## config.mk

```make
export PLATFORM = sky130hd
export DESIGN_NAME = ptq_top
export DESIGN_NICKNAME = d
export VERILOG_FILES = /design/src/pkg/ptq_pkg.sv /design/src/design/ptq_top.sv
export SDC_FILE = /design/constraint.sdc
export NUM_CORES = 1
export LEC_CHECK = 0
export BUFFER_PORTS_ARGS = -buffer_cell sky130_fd_sc_hd__buf_2
export CAP_MARGIN = 20
export CELL_PAD_IN_SITES_DETAIL_PLACEMENT = 1
export CELL_PAD_IN_SITES_GLOBAL_PLACEMENT = 1
export CORE_MARGIN = 2
export CORE_UTILIZATION = 45
export CTS_CLUSTER_DIAMETER = 100
export DETAILED_ROUTE_END_ITERATION = 8
export GPL_ROUTABILITY_DRIVEN = 1
export PLACE_DENSITY_LB_ADDON = 0.1
export SYNTH_ARGS = -nofsm -noshare
export SYNTH_HDL_FRONTEND = slang
export SYNTH_SLANG_ARGS = --single-unit
```

## constraint.sdc

```tcl
create_clock -name aclk -period 5.7 [get_ports aclk]
set_input_delay 0.285 -clock aclk [delete_from_list [all_inputs] [get_ports aclk]]
set_output_delay 0.285 -clock aclk [all_outputs]
set_load 0.05 [all_outputs]
```

## src/pkg/ptq_pkg.sv

```systemverilog
/*
  Shared constants for the pulse trigger qualifier: register map, control
  field layout, class and polarity codes, state encodings.
  Assumes a 32-bit AXI4-Lite register port with 6-bit byte addresses.
*/
package ptq_pkg;
  localparam int NUM_CH = 4;
  localparam int SRC_W = 2;
  localparam int ADDR_W = 6;
  localparam int STRB_W = 4;
  localparam int BYTE_W = 8;

  // Byte offsets of the registers.
  localparam logic [ADDR_W-1:0] OFF_CTRL = 6'h00;
  localparam logic [ADDR_W-1:0] OFF_LEVEL = 6'h04;
  localparam logic [ADDR_W-1:0] OFF_LVL_CMD = 6'h08;
  localparam logic [ADDR_W-1:0] OFF_THR_HIGH = 6'h0C;
  localparam logic [ADDR_W-1:0] OFF_THR_LOW = 6'h10;
  localparam logic [ADDR_W-1:0] OFF_GLITCH_W = 6'h14;
  localparam logic [ADDR_W-1:0] OFF_RUNT_W = 6'h18;
  localparam logic [ADDR_W-1:0] OFF_RANGE_LO = 6'h1C;
  localparam logic [ADDR_W-1:0] OFF_RANGE_HI = 6'h20;
  localparam logic [ADDR_W-1:0] OFF_HOLDOFF = 6'h24;
  localparam logic [ADDR_W-1:0] OFF_STATUS = 6'h28;

  // Control register fields.
  localparam int CTRL_W = 11;
  localparam int CTRL_SRC_LSB = 0;
  localparam int CTRL_CLASS_LSB = 2;
  localparam int CTRL_POL_LSB = 4;
  localparam int CTRL_GLITCH_REJECT = 6;
  localparam int CTRL_RUNT_MIN = 7;
  localparam int CTRL_RANGE_OUT = 8;
  localparam int CTRL_ENABLE = 9;
  localparam int CTRL_SINGLE = 10;
  localparam logic [CTRL_W-1:0] CTRL_RESET = 11'h000;

  // Level command bits and status fields.
  localparam int CMD_PRESET_A = 0;
  localparam int CMD_PRESET_B = 1;
  localparam int CMD_MIDPOINT = 2;
  localparam int STAT_BUSY = 16;

  localparam logic [1:0] CLASS_GLITCH = 2'h0;
  localparam logic [1:0] CLASS_RUNT = 2'h1;
  localparam logic [1:0] CLASS_WIDTH = 2'h2;
  localparam logic [1:0] POL_POS = 2'h0;
  localparam logic [1:0] POL_NEG = 2'h1;
  localparam logic [1:0] POL_EITHER = 2'h2;
  localparam logic [1:0] RESP_OKAY = 2'h0;
  localparam logic [1:0] RESP_SLVERR = 2'h2;

  typedef enum logic [2:0] {
    RUNT_IDLE = 3'h1,
    RUNT_POS = 3'h2,
    RUNT_NEG = 3'h4
  } ptq_runt_e;

  typedef enum logic [1:0] {
    PEAK_IDLE = 2'h1,
    PEAK_RUN = 2'h2
  } ptq_peak_e;
endpackage : ptq_pkg

```

## src/design/ptq_top.sv

```systemverilog
/*
  Pulse trigger qualifier: glitch, runt and width classes on one selected
  channel, with trigger level, thresholds, holdoff and an AXI4-Lite slave.
  Assumes comparator results arrive asynchronously on pins and samples
  arrive synchronous to aclk.
*/
// Chosen here: the register offsets and the AXI4-Lite interface to the registers.
// Notes on behaviour
// - One of four channels is the source for every pulse class.
// - Glitch polarity is positive, negative or either.
// - Glitch accept triggers on pulses narrower than the glitch width.
// - Glitch reject triggers on pulses wider than the glitch width.
// - Trigger level is written by software or loaded from a logic preset.
// - Midpoint request sets level halfway between source peaks.
// - Runt crosses a threshold and recrosses it without reaching the other.
// - Positive runt uses low threshold rising then falling; negative mirrors it.
// - Either polarity accepts both runt directions.
// - Runt trigger point is the recrossing of the first threshold.
// - Occurrence mode triggers on every runt.
// - Minimum-duration mode triggers only on runts longer than the width.
// - High and low thresholds are separately programmable.
// - Width class uses positive or negative polarity only.
// - Inside mode triggers when width lies between the limits.
// - Outside mode triggers when width lies outside the limits.
// - Upper limit is maximum valid width, lower limit the minimum.
// - Lower limit is forced never to exceed the upper limit.
// - Enable, single mode and holdoff apply to all classes alike.
`timescale 1ns/1ps
module ptq_top #(
  parameter int LEVEL_W = 8,
  parameter int CNT_W = 16,
  parameter int PRESET_A = 64,
  parameter int PRESET_B = 96,
  parameter int PEAK_WIN = 1024
) (
  // Clock and reset.
  input logic aclk,
  input logic aresetn,
  // AXI4-Lite write channels.
  input logic [ptq_pkg::ADDR_W-1:0] awaddr,
  input logic awvalid,
  output logic awready,
  input logic [31:0] wdata,
  input logic [ptq_pkg::STRB_W-1:0] wstrb,
  input logic wvalid,
  output logic wready,
  output logic [1:0] bresp,
  output logic bvalid,
  input logic bready,
  // AXI4-Lite read channels.
  input logic [ptq_pkg::ADDR_W-1:0] araddr,
  input logic arvalid,
  output logic arready,
  output logic [31:0] rdata,
  output logic [1:0] rresp,
  output logic rvalid,
  input logic rready,
  // Comparator results per channel, asynchronous.
  input logic [ptq_pkg::NUM_CH-1:0] lvl_above,
  input logic [ptq_pkg::NUM_CH-1:0] hi_above,
  input logic [ptq_pkg::NUM_CH-1:0] lo_above,
  // Digitised samples per channel, on aclk.
  input logic [ptq_pkg::NUM_CH-1:0][LEVEL_W-1:0] sample_data,
  // Comparator references and trigger.
  output logic [LEVEL_W-1:0] trig_level,
  output logic [LEVEL_W-1:0] thr_high,
  output logic [LEVEL_W-1:0] thr_low,
  output logic trig_pulse
);
  import ptq_pkg::*;

  localparam int IDX_W = ADDR_W - 2;
  localparam int PW = $clog2(PEAK_WIN + 1);
  localparam logic [IDX_W-1:0] LAST_IDX = OFF_STATUS[ADDR_W-1:2];
  localparam logic [CNT_W-1:0] CNT_MAX = '1;

  logic [CTRL_W-1:0] ctrl;
  logic [CNT_W-1:0] glitch_w, runt_w, range_lo, range_hi, holdoff_w, trig_count;
  logic aw_full, w_full, do_write;
  logic [ADDR_W-1:0] aw_addr_q;
  logic [31:0] w_data_q, wr_word;
  logic [STRB_W-1:0] w_strb_q;
  logic [IDX_W-1:0] wr_idx, rd_idx;
  logic [31:0] reg_view [2**IDX_W];

  function automatic logic [31:0] wmerge(input logic [31:0] old, input logic [31:0] nw,
                                         input logic [STRB_W-1:0] strb);
    logic [31:0] r;
    r = old;
    for (int i = 0; i < STRB_W; i++) begin
      if (strb[i]) begin
        r[i*BYTE_W +: BYTE_W] = nw[i*BYTE_W +: BYTE_W];
      end
    end
    return r;
  endfunction : wmerge

  // Address and data are held separately so the master may offer them in any order.
  assign do_write = aw_full && w_full && !bvalid;
  assign wr_idx = aw_addr_q[ADDR_W-1:2];
  assign rd_idx = araddr[ADDR_W-1:2];
  assign wr_word = wmerge(reg_view[wr_idx], w_data_q, w_strb_q);

  always_ff @(posedge aclk) begin
    if (!aresetn) begin
      aw_full <= 1'b0;
      awready <= 1'b0;
      aw_addr_q <= '0;
    end else begin
      if (awvalid && awready) begin
        aw_full <= 1'b1;
        aw_addr_q <= awaddr;
      end else if (do_write) begin
        aw_full <= 1'b0;
      end
      awready <= !((awvalid && awready) || (aw_full && !do_write));
    end
  end

  always_ff @(posedge aclk) begin
    if (!aresetn) begin
      w_full <= 1'b0;
      wready <= 1'b0;
      w_data_q <= '0;
      w_strb_q <= '0;
    end else begin
      if (wvalid && wready) begin
        w_full <= 1'b1;
        w_data_q <= wdata;
        w_strb_q <= wstrb;
      end else if (do_write) begin
        w_full <= 1'b0;
      end
      wready <= !((wvalid && wready) || (w_full && !do_write));
    end
  end

  always_ff @(posedge aclk) begin
    if (!aresetn) begin
      bvalid <= 1'b0;
      bresp <= RESP_OKAY;
    end else if (do_write) begin
      bvalid <= 1'b1;
      bresp <= (wr_idx <= LAST_IDX) ? RESP_OKAY : RESP_SLVERR;
    end else if (bready) begin
      bvalid <= 1'b0;
    end
  end

  always_ff @(posedge aclk) begin
    if (!aresetn) begin
      rvalid <= 1'b0;
      arready <= 1'b0;
      rdata <= '0;
      rresp <= RESP_OKAY;
    end else begin
      if (arvalid && arready) begin
        rvalid <= 1'b1;
        rdata <= reg_view[rd_idx];
        rresp <= (rd_idx <= LAST_IDX) ? RESP_OKAY : RESP_SLVERR;
      end else if (rready) begin
        rvalid <= 1'b0;
      end
      arready <= !((arvalid && arready) || (rvalid && !rready));
    end
  end

  // Midpoint search state, declared here because the register view reads it.
  ptq_peak_e peak_state;
  logic [PW-1:0] peak_cnt;
  logic [LEVEL_W-1:0] peak_max, peak_min, src_sample, mid_val;
  logic [LEVEL_W:0] peak_sum;
  logic peak_done, cmd_write;

  always_comb begin
    for (int i = 0; i < 2**IDX_W; i++) begin
      reg_view[i] = '0;
    end
    reg_view[OFF_CTRL[ADDR_W-1:2]] = 32'(ctrl);
    reg_view[OFF_LEVEL[ADDR_W-1:2]] = 32'(trig_level);
    reg_view[OFF_THR_HIGH[ADDR_W-1:2]] = 32'(thr_high);
    reg_view[OFF_THR_LOW[ADDR_W-1:2]] = 32'(thr_low);
    reg_view[OFF_GLITCH_W[ADDR_W-1:2]] = 32'(glitch_w);
    reg_view[OFF_RUNT_W[ADDR_W-1:2]] = 32'(runt_w);
    reg_view[OFF_RANGE_LO[ADDR_W-1:2]] = 32'(range_lo);
    reg_view[OFF_RANGE_HI[ADDR_W-1:2]] = 32'(range_hi);
    reg_view[OFF_HOLDOFF[ADDR_W-1:2]] = 32'(holdoff_w);
    reg_view[OFF_STATUS[ADDR_W-1:2]] = 32'(trig_count);
    reg_view[OFF_STATUS[ADDR_W-1:2]][STAT_BUSY] = (peak_state == PEAK_RUN);
  end

  logic fire;
  logic [SRC_W-1:0] src;
  logic [1:0] pclass, pol;
  assign src = ctrl[CTRL_SRC_LSB +: SRC_W];
  assign pclass = ctrl[CTRL_CLASS_LSB +: 2];
  assign pol = ctrl[CTRL_POL_LSB +: 2];

  // Software writes win over the single-mode disarm in the same cycle.
  always_ff @(posedge aclk) begin
    if (!aresetn) begin
      ctrl <= CTRL_RESET;
    end else if (do_write && aw_addr_q == OFF_CTRL) begin
      ctrl <= CTRL_W'(wr_word);
    end else if (fire && ctrl[CTRL_SINGLE]) begin
      ctrl[CTRL_ENABLE] <= 1'b0;
    end
  end

  always_ff @(posedge aclk) begin
    if (!aresetn) begin
      thr_high <= '0;
      thr_low <= '0;
      glitch_w <= '0;
      runt_w <= '0;
      holdoff_w <= '0;
    end else if (do_write) begin
      if (aw_addr_q == OFF_THR_HIGH) begin
        thr_high <= LEVEL_W'(wr_word);
      end else if (aw_addr_q == OFF_THR_LOW) begin
        thr_low <= LEVEL_W'(wr_word);
      end else if (aw_addr_q == OFF_GLITCH_W) begin
        glitch_w <= CNT_W'(wr_word);
      end else if (aw_addr_q == OFF_RUNT_W) begin
        runt_w <= CNT_W'(wr_word);
      end else if (aw_addr_q == OFF_HOLDOFF) begin
        holdoff_w <= CNT_W'(wr_word);
      end
    end
  end

  // A lower limit above the upper one is pulled down to it.
  always_ff @(posedge aclk) begin
    if (!aresetn) begin
      range_lo <= '0;
      range_hi <= '0;
    end else if (do_write && aw_addr_q == OFF_RANGE_LO) begin
      range_lo <= (CNT_W'(wr_word) > range_hi) ? range_hi : CNT_W'(wr_word);
    end else if (do_write && aw_addr_q == OFF_RANGE_HI) begin
      range_hi <= CNT_W'(wr_word);
      if (range_lo > CNT_W'(wr_word)) begin
        range_lo <= CNT_W'(wr_word);
      end
    end
  end

  assign cmd_write = do_write && aw_addr_q == OFF_LVL_CMD;
  assign src_sample = sample_data[src];
  assign peak_done = (peak_state == PEAK_RUN) && (peak_cnt == PW'(PEAK_WIN - 1));
  assign peak_sum = {1'b0, peak_max} + {1'b0, peak_min};
  assign mid_val = peak_sum[LEVEL_W:1];

  // Peaks are tracked over a fixed window of samples, then halved.
  always_ff @(posedge aclk) begin
    if (!aresetn) begin
      peak_state <= PEAK_IDLE;
      peak_cnt <= '0;
      peak_max <= '0;
      peak_min <= '0;
    end else begin
      case (peak_state)
        PEAK_IDLE: begin
          if (cmd_write && wr_word[CMD_MIDPOINT]) begin
            peak_state <= PEAK_RUN;
            peak_cnt <= '0;
            peak_max <= src_sample;
            peak_min <= src_sample;
          end
        end
        PEAK_RUN: begin
          peak_cnt <= peak_cnt + PW'(1);
          if (src_sample > peak_max) begin
            peak_max <= src_sample;
          end
          if (src_sample < peak_min) begin
            peak_min <= src_sample;
          end
          if (peak_done) begin
            peak_state <= PEAK_IDLE;
          end
        end
        default: peak_state <= PEAK_IDLE;
      endcase
    end
  end

  always_ff @(posedge aclk) begin
    if (!aresetn) begin
      trig_level <= '0;
    end else if (peak_done) begin
      trig_level <= mid_val;
    end else if (do_write && aw_addr_q == OFF_LEVEL) begin
      trig_level <= LEVEL_W'(wr_word);
    end else if (cmd_write && wr_word[CMD_PRESET_A]) begin
      trig_level <= LEVEL_W'(PRESET_A);
    end else if (cmd_write && wr_word[CMD_PRESET_B]) begin
      trig_level <= LEVEL_W'(PRESET_B);
    end
  end

  // Two-flop synchronisers; only the second stage feeds any logic.
  logic [NUM_CH-1:0] lvl_s1, lvl_s2, hi_s1, hi_s2, lo_s1, lo_s2;
  always_ff @(posedge aclk) begin
    lvl_s1 <= lvl_above;
    lvl_s2 <= lvl_s1;
    hi_s1 <= hi_above;
    hi_s2 <= hi_s1;
    lo_s1 <= lo_above;
    lo_s2 <= lo_s1;
  end

  logic lvl_prev, hi_prev, lo_prev, seen_edge;
  logic lvl_rise, lvl_fall, hi_rise, hi_fall, lo_rise, lo_fall;
  logic [CNT_W-1:0] pulse_cnt, runt_cnt;
  assign lvl_rise = lvl_s2[src] && !lvl_prev;
  assign lvl_fall = !lvl_s2[src] && lvl_prev;
  assign hi_rise = hi_s2[src] && !hi_prev;
  assign hi_fall = !hi_s2[src] && hi_prev;
  assign lo_rise = lo_s2[src] && !lo_prev;
  assign lo_fall = !lo_s2[src] && lo_prev;

  // Cycles the level has held since its last edge, saturating.
  always_ff @(posedge aclk) begin
    if (!aresetn) begin
      lvl_prev <= 1'b0;
      hi_prev <= 1'b0;
      lo_prev <= 1'b0;
      seen_edge <= 1'b0;
      pulse_cnt <= '0;
    end else begin
      lvl_prev <= lvl_s2[src];
      hi_prev <= hi_s2[src];
      lo_prev <= lo_s2[src];
      if (lvl_rise || lvl_fall) begin
        seen_edge <= 1'b1;
        pulse_cnt <= CNT_W'(1);
      end else if (pulse_cnt != CNT_MAX) begin
        pulse_cnt <= pulse_cnt + CNT_W'(1);
      end
    end
  end

  logic glitch_end, glitch_hit, width_end, width_in, width_hit;
  assign glitch_end = seen_edge && (((pol == POL_POS) && lvl_fall) ||
                      ((pol == POL_NEG) && lvl_rise) ||
                      ((pol == POL_EITHER) && (lvl_rise || lvl_fall)));
  assign glitch_hit = glitch_end && (ctrl[CTRL_GLITCH_REJECT] ?
                      (pulse_cnt > glitch_w) : (pulse_cnt < glitch_w));
  // Either polarity is not offered here and behaves as positive.
  assign width_end = seen_edge && ((pol == POL_NEG) ? lvl_rise : lvl_fall);
  assign width_in = (pulse_cnt >= range_lo) && (pulse_cnt <= range_hi);
  assign width_hit = width_end && (ctrl[CTRL_RANGE_OUT] ? !width_in : width_in);

  ptq_runt_e runt_state;
  logic runt_pos_end, runt_neg_end, runt_hit;
  assign runt_pos_end = (runt_state == RUNT_POS) && lo_fall && !hi_rise;
  assign runt_neg_end = (runt_state == RUNT_NEG) && hi_rise && !lo_fall;
  assign runt_hit = ((runt_pos_end && pol != POL_NEG) || (runt_neg_end && pol != POL_POS)) &&
                    (!ctrl[CTRL_RUNT_MIN] || runt_cnt > runt_w);

  always_ff @(posedge aclk) begin
    if (!aresetn) begin
      runt_state <= RUNT_IDLE;
      runt_cnt <= '0;
    end else begin
      if (runt_cnt != CNT_MAX) begin
        runt_cnt <= runt_cnt + CNT_W'(1);
      end
      case (runt_state)
        RUNT_IDLE: begin
          if (lo_rise && !hi_s2[src]) begin
            runt_state <= RUNT_POS;
            runt_cnt <= CNT_W'(1);
          end else if (hi_fall && lo_s2[src]) begin
            runt_state <= RUNT_NEG;
            runt_cnt <= CNT_W'(1);
          end
        end
        RUNT_POS: begin
          if (hi_rise || lo_fall) begin
            runt_state <= RUNT_IDLE;
          end
        end
        RUNT_NEG: begin
          if (lo_fall || hi_rise) begin
            runt_state <= RUNT_IDLE;
          end
        end
        default: runt_state <= RUNT_IDLE;
      endcase
    end
  end

  logic qualified;
  logic [CNT_W-1:0] holdoff_cnt;
  always_comb begin
    qualified = 1'b0;
    case (pclass)
      CLASS_GLITCH: qualified = glitch_hit;
      CLASS_RUNT: qualified = runt_hit;
      CLASS_WIDTH: qualified = width_hit;
      default: qualified = 1'b0;
    endcase
  end
  assign fire = qualified && ctrl[CTRL_ENABLE] && (holdoff_cnt == '0);

  always_ff @(posedge aclk) begin
    if (!aresetn) begin
      trig_pulse <= 1'b0;
      holdoff_cnt <= '0;
      trig_count <= '0;
    end else begin
      trig_pulse <= fire;
      if (fire) begin
        holdoff_cnt <= holdoff_w;
        trig_count <= trig_count + CNT_W'(1);
      end else if (holdoff_cnt != '0) begin
        holdoff_cnt <= holdoff_cnt - CNT_W'(1);
      end
    end
  end
endmodule : ptq_top

```

==> results of run 1 <==
[Yosys cell counts (all sizes together) (11+ instances only)]
master    n  share of area
dfxtp   290           0.34
a21o     23          0.010
o31ai    23          0.010
buf      63          0.024
nand2   374          0.082
clkbuf  102          0.022
xnor2    14         0.0071
nor2b    18         0.0065
nor4     11         0.0044
a21oi   215          0.063
xor2     24          0.012
and2     12         0.0044
a31oi    17         0.0062
nand4    33          0.012
ha      125          0.091
mux2     12         0.0079
o211ai   17         0.0074
a311oi   16         0.0081
nor2    122          0.027
inv     126          0.027
o211a    12         0.0074
nand3    77          0.022
nor3     42          0.013
nand2b   22         0.0080
a211oi   14         0.0061
o21ai    97          0.028
mux4     28          0.037
a22oi    25          0.011
and3     14         0.0051
a221oi   17         0.0090
or4      20         0.0087
mux2i    45          0.026
[tightest hold or removal path, stage by stage]
cell,delay [ps]
buf_2,100
nand2_1,80
a21oi_1,60
[per-stage QoR]
step                power [W]  worst slack, ps  cells  hold slack [ps]  cell area [um2]
global route          0.00552              621   2774             8.25            19600
finish                0.00531              884   2775             12.3            19600
floorplan             0.00277             1530   2165              310            17300
global placement      0.00296             1200   2682              310            18100
CTS                   0.00535              969   2770             1.76            19600
detailed placement    0.00299              986   2682              313            18100
[cell type report]
| cell class | count | area (um2) | area share |
|---|---|---|---|
| repair buffers | 204 | 1320 | 0.0674 |
| clock buffers | 48 | 996 | 0.0508 |
| inverters | 128 | 485 | 0.0247 |
| well taps | 511 | 639 | 0.0326 |
| flip-flops and latches | 290 | 5810 | 0.296 |
| clock inverters | 11 | 178 | 0.00906 |
| multi-input cells | 1582 | 10200 | 0.519 |
| diodes | 1 | 2.50 | 0.000128 |
[worst paths after layout]
path,from,endpoint,slack [ps],depth (start not counted)
hold / removal,wdata[7],w_data_q[7],10,3
setup / recovery,aw_addr_q[3],range_lo[14],880,14
setup reg to reg,aw_addr_q[3],range_lo[14],880,14
hold reg to reg,lvl_s1[3],lvl_s2[3],330,0
[cell families after synthesis]
logic type	after synthesis	synth area share
multiplexers	85	0.0707
AO/OA/AOI/OAI	540	0.199
other	1	0.000218
AND/OR/NAND/NOR	776	0.207
XOR/XNOR	38	0.0193
adder cells (fa/ha/maj)	126	0.0920
buffers and inverters	293	0.0746
flip-flops	290	0.337
[registers in the layout (all words and copies together), names as in the netlist, 11 cells and up]
name and count:
pulse_cnt 16, w_data_q 16, range_hi 16, peak_cnt 11, runt_w 16, holdoff_cnt 16, holdoff_w 16, runt_cnt 16
trig_count 16, rdata 17, ctrl 11, range_lo 16, glitch_w 16
[metal layers]
| metal | share of wire | GRT usage | up-vias | routed length, um |
|---|---|---|---|---|
| li1 | - | - | 7774 | - |
| met1 | 0.41 | 0.397 | 8341 | 26200 |
| met2 | 0.48 | 0.559 | 573 | 30700 |
| met3 | 0.061 | 0.0532 | 195 | 3950 |
| met4 | 0.057 | 0.173 | 2 | 3680 |
| met5 | 0.00015 | 0 | - | 10 |
[cells in the final DEF, fill, tap and decap left out, types with 18 or more instances in the layout]
master	Yosys	layout
a21o_1	23	23
a21oi_1	215	215
a22oi_1	25	25
buf_2	12	127
buf_4	41	45
clkbuf_16	0	36
dfxtp_1	290	288
dlygate4sd3_1	0	29
ha_1	125	125
inv_1	126	125
mux2i_1	45	45
mux4_2	28	28
nand2_1	374	374
nand2b_1	22	22
nand3_1	77	77
nand4_1	33	33
nor2_1	121	120
nor2b_1	18	18
nor3_1	40	40
o21ai_0	86	85
o31ai_1	22	22
or4_1	20	20
xor2_1	24	24
[what timing repair did]
item                                    CTS  global route
hold endpoints to repair                 29             0
hold buffers                             29             0
endpoints found under the setup margin    0             0
[power by group]
part	total, W	switching [W]	leakage [nW]	internal (W)
clock	0.00234	0.000931	0.576	0.00141
combinational	0.000793	0.000513	4.62	0.000280
sequential	0.00218	0.0000766	2.36	0.00211
==> metrics.yaml, run 1 <==
worst_setup_path:
  endpoint_kind: "flip-flop"
  required_ps: 6150
  crit_type: "reg2reg"
  cp_slowest_stage_delay_ps: 910
  cp_top_family: "simple AND/OR/NAND/NOR gates"
  critPathArrivalTime_ps: 5270
  critPathSlowestCell: "dfxtp_2"
  crit_chain: "nor2b_1 -> a22oi_1 -> nor2_1 -> a21oi_1 -> o21ai_1 -> buf_4 -> inv_1 -> ha_1 -> nand4_1 -> nor2_1 -> a21oi_1 -> o311a_1 -> or2_2 -> a311oi_1"
  critical_path_buf_inv_count: 2
  cp_max_fo: 30
  cp-start-kind: "flip-flop"
min_path:
  hold_class: "in2reg"
timing:
  worst_slew_pin_slew_ps: 1090
  fin_tns_setup_ps: 0
  fin_skew_ps: 21.0
  fmax_mhz: 208
  rsz0062_at_grt: "false"
  relSlewSlack: 0.270
  finalCritPeriodShare: 0.845
  finalHoldViolCount: 0
  setup_viol: 0
  drv_slew: 0
  fin_crit_ps: 4820
power_and_ir_drop:
  cellPowerDensity_nw_per_um2: 271
  leakagePower_nw: 7.55
  vdd_drop_max_mv: 0.210
cts:
  numCtsBuffers: 35
  postCtsSetupBuffers: 0
  cts.clk_slew.worst_paths_ps: 60
  h-tree-depth: 2
  cts.sinks: 290
  root_buffer: "clkbuf_16"
  cts_tree: "done"
  cts_buffer_depth: 3
  ctsResizeCount: 0
  clk_latency_ps: 560
floorplanning:
  die_area_um2: 39800
  core_area_um2: 37700
  core.rowCount: 71
  start_util: 0.457
  die_w_um: 200
  ios: 165
  die-height_um: 200
global_routing:
  grt_overflow: 0
  track_usage: 0.328
  grt_pass1_wl_mm: 99.7
  grt_max_degree: 72
  grt_pass1_vias: 17500
  antenna_found_initial: 2
drt:
  via_per_inst: 6.08
  routed_wirelength_mm: 64.5
  wire_per_inst_um: 23.3
  antenna_left: 0
  drt_first_pass_iters: 5
  via_count: 16900
  drc: 0
  first_iter_violations: 1189
logic_synthesis:
  yosysWarnings: 0
  syn_area_um2: 17200
  synth-seq-cells: 290
  ys.flop_type: "dfxtp_1"
  ys_types: 82
  synth_seq_area_share: 0.337
  synth.avg_cell_area_um2: 8.01
  synth-edff-count: 0
  async_reset_ff_frac: 0
  syn_inst: 2149
place:
  port_buffers: 127
  place_hpwl_mm: 47.6
  place_congestion: 0.958
cells_and_area:
  post-route-util: 0.521
  fillers: 4643
  fin_nets: 2466
  drive_above_1_share: 0.128
  syn2layout_area_growth_pct: 14.0
status:
  status: "finished clean"
run:
  drv_cap: 0
No activity file was read; power rests on OpenSTA's default activity.
==> inputs of run 2 (changes only) <==
--- a/config.mk
+++ b/config.mk
@@ -10,7 +10,7 @@
 export CELL_PAD_IN_SITES_DETAIL_PLACEMENT = 1
 export CELL_PAD_IN_SITES_GLOBAL_PLACEMENT = 1
 export CORE_MARGIN = 2
-export CORE_UTILIZATION = 45
+export CORE_UTILIZATION = 41
 export CTS_CLUSTER_DIAMETER = 100
 export DETAILED_ROUTE_END_ITERATION = 8
 export GPL_ROUTABILITY_DRIVEN = 1
==> constraint.sdc (replaced) <==
create_clock -name aclk -period 4.35 [get_ports aclk]
set_input_delay 0.2175 -clock aclk [delete_from_list [all_inputs] [get_ports aclk]]
set_output_delay 0.2175 -clock aclk [all_outputs]
set_load 0.05 [all_outputs]
==> run 2 against run 1 <==
Net effect:
- clock-buffer cell count rose by 2
- critical path depth fell by 1
- maximum frequency rose by 20%
- setup slack got worse by 550 ps
- die area rose by 9.6%
- sequential power rose by 31%
- combinational power rose by 34%
- critical path type unchanged
- critical endpoint is now range_lo[9]
- largest cell class unchanged
- largest power group unchanged
==> metrics.yaml, run 2 (synthesized netlist as in run 1, its figures left out) <==
timing:
  fin_tns_setup_ps: 0
  fmax_mhz: 249
  rsz0062_at_grt: "false"
  worst_slew_pin_slew_ps: 949
  fin_skew_ps: 19.0
  fin_crit_ps: 4020
  finalCritPeriodShare: 0.923
  relSlewSlack: 0.366
  finalHoldViolCount: 0
  drv_slew: 0
  setup_viol: 0
worst_setup_path:
  crit_type: "reg2reg"
  r2r-start: "aw_addr_q[2]"
  cp-start-kind: "flip-flop"
  critPathSlowestCell: "mux4_2"
  worst-r2r-setup-slack_ps: 330
  critical_path_buf_inv_count: 2
  cp_slowest_stage_delay_ps: 570
  required_ps: 4790
  cp-startpoint: "aw_addr_q[2]"
  cp_top_family: "compound AO/OA/AOI/OAI gates"
  r2r-end: "range_lo[9]"
  ff2ff_path_depth: 13
  crit_chain: "buf_4 -> buf_4 -> mux4_2 -> a32oi_1 -> o21ai_0 -> ha_1 -> or2_2 -> a21oi_1 -> a21oi_1 -> a31oi_1 -> o221a_2 -> o21ai_0 -> a311oi_1"
  endpoint_kind: "flip-flop"
  critPathArrivalTime_ps: 4460
  cp_max_fo: 16
cells_and_area:
  fin_nets: 2510
  final_common_cell: "nand2_1"
  register_area_um2: 5810
  fillers: 5070
  drive_above_1_share: 0.141
  largest_reg_flops: 17
  multi_input_area_um2: 10200
  syn2layout_area_growth_pct: 16.6
  regMostFlops: "rdata"
  final_cell_mix: "nand2_1, dfxtp_1, a21oi_1, buf_2"
power_and_ir_drop:
  total_power_w: 0.00711
  pwr-share-clk: 0.449
  vdd_drop_max_mv: 0.298
  swShare: 0.284
  leakagePower_nw: 7.79
  seqPwrFrac: 0.401
  power.internal_w: 0.00509
  p_comb_frac: 0.150
  switchingPower_w: 0.00202
  cellPowerDensity_nw_per_um2: 354
run:
  drv_cap: 0
floorplanning:
  die_w_um: 209
  ios: 165
  core.rowCount: 75
  die-height_um: 209
  start_util: 0.413
  die_area_um2: 43600
  core_area_um2: 41700
global_routing:
  track_usage: 0.296
  grt_max_degree: 93
  grt_pass1_vias: 17000
  grt_overflow: 0
  antenna_found_initial: 2
  grt_pass1_wl_mm: 100
drt:
  drc: 0
  drt_first_pass_iters: 5
  routed_wirelength_mm: 65.2
  first_iter_violations: 993
  wire_per_inst_um: 22.9
  via_per_inst: 5.89
  antenna_left: 0
  via_count: 16800
cts:
  cts_tree: "done"
  h-tree-depth: 2
  cts_buffer_depth: 3
  cts.clk_slew.worst_paths_ps: 60
  clk_latency_ps: 560
  root_buffer: "clkbuf_16"
  numCtsBuffers: 36
  postCtsSetupBuffers: 0
  cts.sinks: 290
place:
  place_congestion: 0.938
  place_hpwl_mm: 48.7
  port_buffers: 127
min_path:
  hold-path-cell-count: 3
  min_to: "rvalid"
  worst_hold_startpoint: "rready"
  hold_class: "in2reg"
status:
  status: "finished clean"
run 2: cell type report:
cell class | count | share of cell area
Timing Repair Buffer | 247 | 0.0829
Inverter | 128 | 0.0242
Tap cell | 539 | 0.0336
Sequential cell | 290 | 0.290
Multi-Input combinational cell | 1582 | 0.508
Clock buffer | 50 | 0.0531
Antenna cell | 1 | 0.000125
Clock inverter | 13 | 0.00879
run 2: power groups by stage:
stage	Combinational, W	Sequential (W)	Clock (W)
after floorplan	0.000708	0.00292	0
after global placement	0.000996	0.00290	0
after detailed placement	0.00102	0.00291	0
after CTS	0.00106	0.00285	0.00326
after global routing	0.00117	0.00287	0.00335
final	0.00106	0.00285	0.00319
run 2: timing repair:
item / 4_1_cts / 5_1_grt
endpoints found under the setup margin: 0 / 15
gates resized for setup: 0 / 2
endpoints found under the hold margin: 37 / 0
hold buffers: 41 / 0
run 2: worst max-delay path by stage:
stage	depth (start not counted)	slack [ps]	end
4_1_cts	16	240	range_lo[9]
6_report	13	330	range_lo[9]
5_1_grt	13	40	range_lo[9]
3_5_place_dp	16	310	range_lo[4]
2_1_floorplan	19	180	range_lo[10]
3_3_place_gp	16	410	range_lo[12]
run 2: stage by stage:
step | instance area (um2) | std cells | setup WS [ps] | hold WS, ps | utilization
after floorplan | 17300 | 2165 | 179 | 245 | -
after detailed placement | 18400 | 2743 | 311 | 315 | 0.441
after global placement | 18400 | 2743 | 412 | 311 | 0.441
after CTS | 20000 | 2847 | 241 | 2.36 | 0.481
after global routing | 20100 | 2849 | 44.6 | 50.5 | 0.481
final | 20100 | 2850 | 334 | 20.6 | 0.482
run 2: layer usage:
| layer | wire (um) | GRT usage | vias to the layer above |
|---|---|---|---|
| met5 | 0 | 0 | - |
| met4 | 2570 | 0.123 | 0 |
| met3 | 2930 | 0.0361 | 130 |
| met2 | 31400 | 0.510 | 470 |
| met1 | 28300 | 0.376 | 8308 |
| li1 | - | - | 7867 |
run 2: worst reg2reg max path, stage by stage (launching register included):
cell	delay, ps
dfxtp_2	410
buf_4	230
buf_4	230
mux4_2	580
a32oi_1	190
o21ai_0	230
ha_1	370
or2_2	280
a21oi_1	170
a21oi_1	70
a31oi_1	240
o221a_2	460
o21ai_0	150
a311oi_1	300
==> inputs of run 3 (changes only) <==
--- a/config.mk
+++ b/config.mk
@@ -7,14 +7,12 @@
 export LEC_CHECK = 0
 export BUFFER_PORTS_ARGS = -buffer_cell sky130_fd_sc_hd__buf_2
 export CAP_MARGIN = 20
-export CELL_PAD_IN_SITES_DETAIL_PLACEMENT = 1
-export CELL_PAD_IN_SITES_GLOBAL_PLACEMENT = 1
 export CORE_MARGIN = 2
-export CORE_UTILIZATION = 41
+export CORE_UTILIZATION = 55
 export CTS_CLUSTER_DIAMETER = 100
 export DETAILED_ROUTE_END_ITERATION = 8
 export GPL_ROUTABILITY_DRIVEN = 1
-export PLACE_DENSITY_LB_ADDON = 0.1
+export PLACE_DENSITY = 0.78
 export SYNTH_ARGS = -nofsm -noshare
 export SYNTH_HDL_FRONTEND = slang
 export SYNTH_SLANG_ARGS = --single-unit
==> run 3 against run 2 <==
Net effect:
- via count up 1.2%
- critical path type unchanged
- cell count shrank 5.9%
- design area fell by 2.3%
- combinational power about the same
- global-route usage up 4.5 points
- setup slack worse by 87 ps
- clock-buffer cell count is 5 lower
- largest power group unchanged
- non-clock buffer count fell by 20
- sequential power hardly changed
- wire length fell by 12%
==> metrics.yaml, run 3 (synthesized netlist as in run 1, its figures left out) <==
floorplanning:
  die-height_um: 181
  ios: 165
  core.rowCount: 64
  die_area_um2: 32700
  start_util: 0.561
  die_w_um: 181
  core_area_um2: 30700
global_routing:
  grt_pass1_wl_mm: 89.1
  grt_max_degree: 120
  grt_overflow: 0
  antenna_found_initial: 1
  track_usage: 0.341
  grt_pass1_vias: 16200
timing:
  finalHoldViolCount: 0
  setup_viol: 0
  fin_crit_ps: 4100
  worst_slew_pin_slew_ps: 1130
  fmax_mhz: 244
  relSlewSlack: 0.246
  rsz0062_at_grt: "false"
  finalCritPeriodShare: 0.943
  fin_tns_setup_ps: 0
  drv_slew: 0
  fin_skew_ps: 36.8
cts:
  postCtsSetupBuffers: 0
  cts.sinks: 290
  cts_buffer_depth: 3
  h-tree-depth: 2
  cts.clk_slew.worst_paths_ps: 70
  numCtsBuffers: 34
  clk_latency_ps: 540
  root_buffer: "clkbuf_16"
  cts_tree: "done"
cells_and_area:
  final_common_cell: "nand2_1"
  layout.cells.non_filler: 2683
  fin_nets: 2488
  largest_reg_flops: 17
  regMostFlops: "rdata"
  n_antenna_cell: 0
  drive_above_1_share: 0.132
  final_cell_mix: "nand2_1, dfxtp_1, a21oi_1, buf_2"
  syn2layout_area_growth_pct: 13.8
  post-route-util: 0.639
worst_setup_path:
  cp-start-kind: "flip-flop"
  critPathArrivalTime_ps: 4540
  crit_type: "reg2reg"
  endpoint_kind: "flip-flop"
  cp_max_fo: 34
  ff2ff_path_depth: 15
  required_ps: 4780
drt:
  drc: 0
  antenna_left: 0
  routed_wirelength_mm: 57.4
  wire_per_inst_um: 21.4
  drt_first_pass_iters: 6
  first_iter_violations: 2006
  via_per_inst: 6.33
  via_count: 17000
status:
  status: "finished clean"
power_and_ir_drop:
  total_power_w: 0.00680
  leakagePower_nw: 7.62
  cellPowerDensity_nw_per_um2: 347
  vdd_drop_max_mv: 0.306
place:
  place_congestion: 0.981
  port_buffers: 127
  place_hpwl_mm: 41.0
  dp.cells: 2583
run:
  drv_cap: 0
min_path:
  hold_class: "in2reg"
  hold-path-cell-count: 3
[run 3: repair_timing]
item | in CTS | in global routing
resized for setup | 0 | 0
hold buffers | 38 | 0
endpoints found under the hold margin | 38 | 0
[run 3: report_power, final]
part | internal (W) | total [W] | switching (W)
Combinational | 0.000382 | 0.00104 | 0.000658
Clock | 0.00170 | 0.00290 | 0.00120
Sequential | 0.00276 | 0.00286 | 0.0000997
Total | 0.00484 | 0.00680 | 0.00196
[run 3: critical path, cell delays in order (launching register included)]
cell,delay [ps]
dfxtp_2,470
buf_12,250
nor2b_1,150
buf_4,160
a22oi_1,370
nor2_1,70
a221oi_1,220
o21ai_1,180
buf_4,230
ha_1,290
nand4_1,80
or2_2,310
nor3_1,240
or3_1,490
o21ai_0,190
a311oi_1,300
[run 3: worst paths after layout]
| path | start | end | slack (ps) |
|---|---|---|---|
| max | aw_addr_q[3] | range_lo[6] | 250 |
| min | awvalid | aw_addr_q[0] | 20 |
| max reg2reg | aw_addr_q[3] | range_lo[6] | 250 |
| min reg2reg | hi_s1[3] | hi_s2[3] | 320 |
[run 3: routing by layer]
metal	part of all wire	global-route usage
met2	0.46	0.558
met3	0.086	0.0613
met4	0.058	0.180
met5	0.00019	0
met1	0.39	0.428
[run 3: through the flow]
| stage | hold slack [ps] | setup WS [ps] | instance area [um2] |
|---|---|---|---|
| floorplan | 245 | 179 | 17300 |
| global placement | 310 | 438 | 18100 |
| detailed placement | 313 | 361 | 18100 |
| CTS | 1.03 | 339 | 19600 |
| global route | 25.6 | 2.89 | 19600 |
| finish | 15.2 | 247 | 19600 |
[run 3: cell type report]
type | count | area (um2)
clock buffer | 45 | 933
clock inverter | 15 | 188
fill | 2679 | 11100
inverter | 128 | 485
multi-input combinational | 1582 | 10200
sequential | 290 | 5810
tap | 396 | 495
timing repair buffer | 227 | 1500
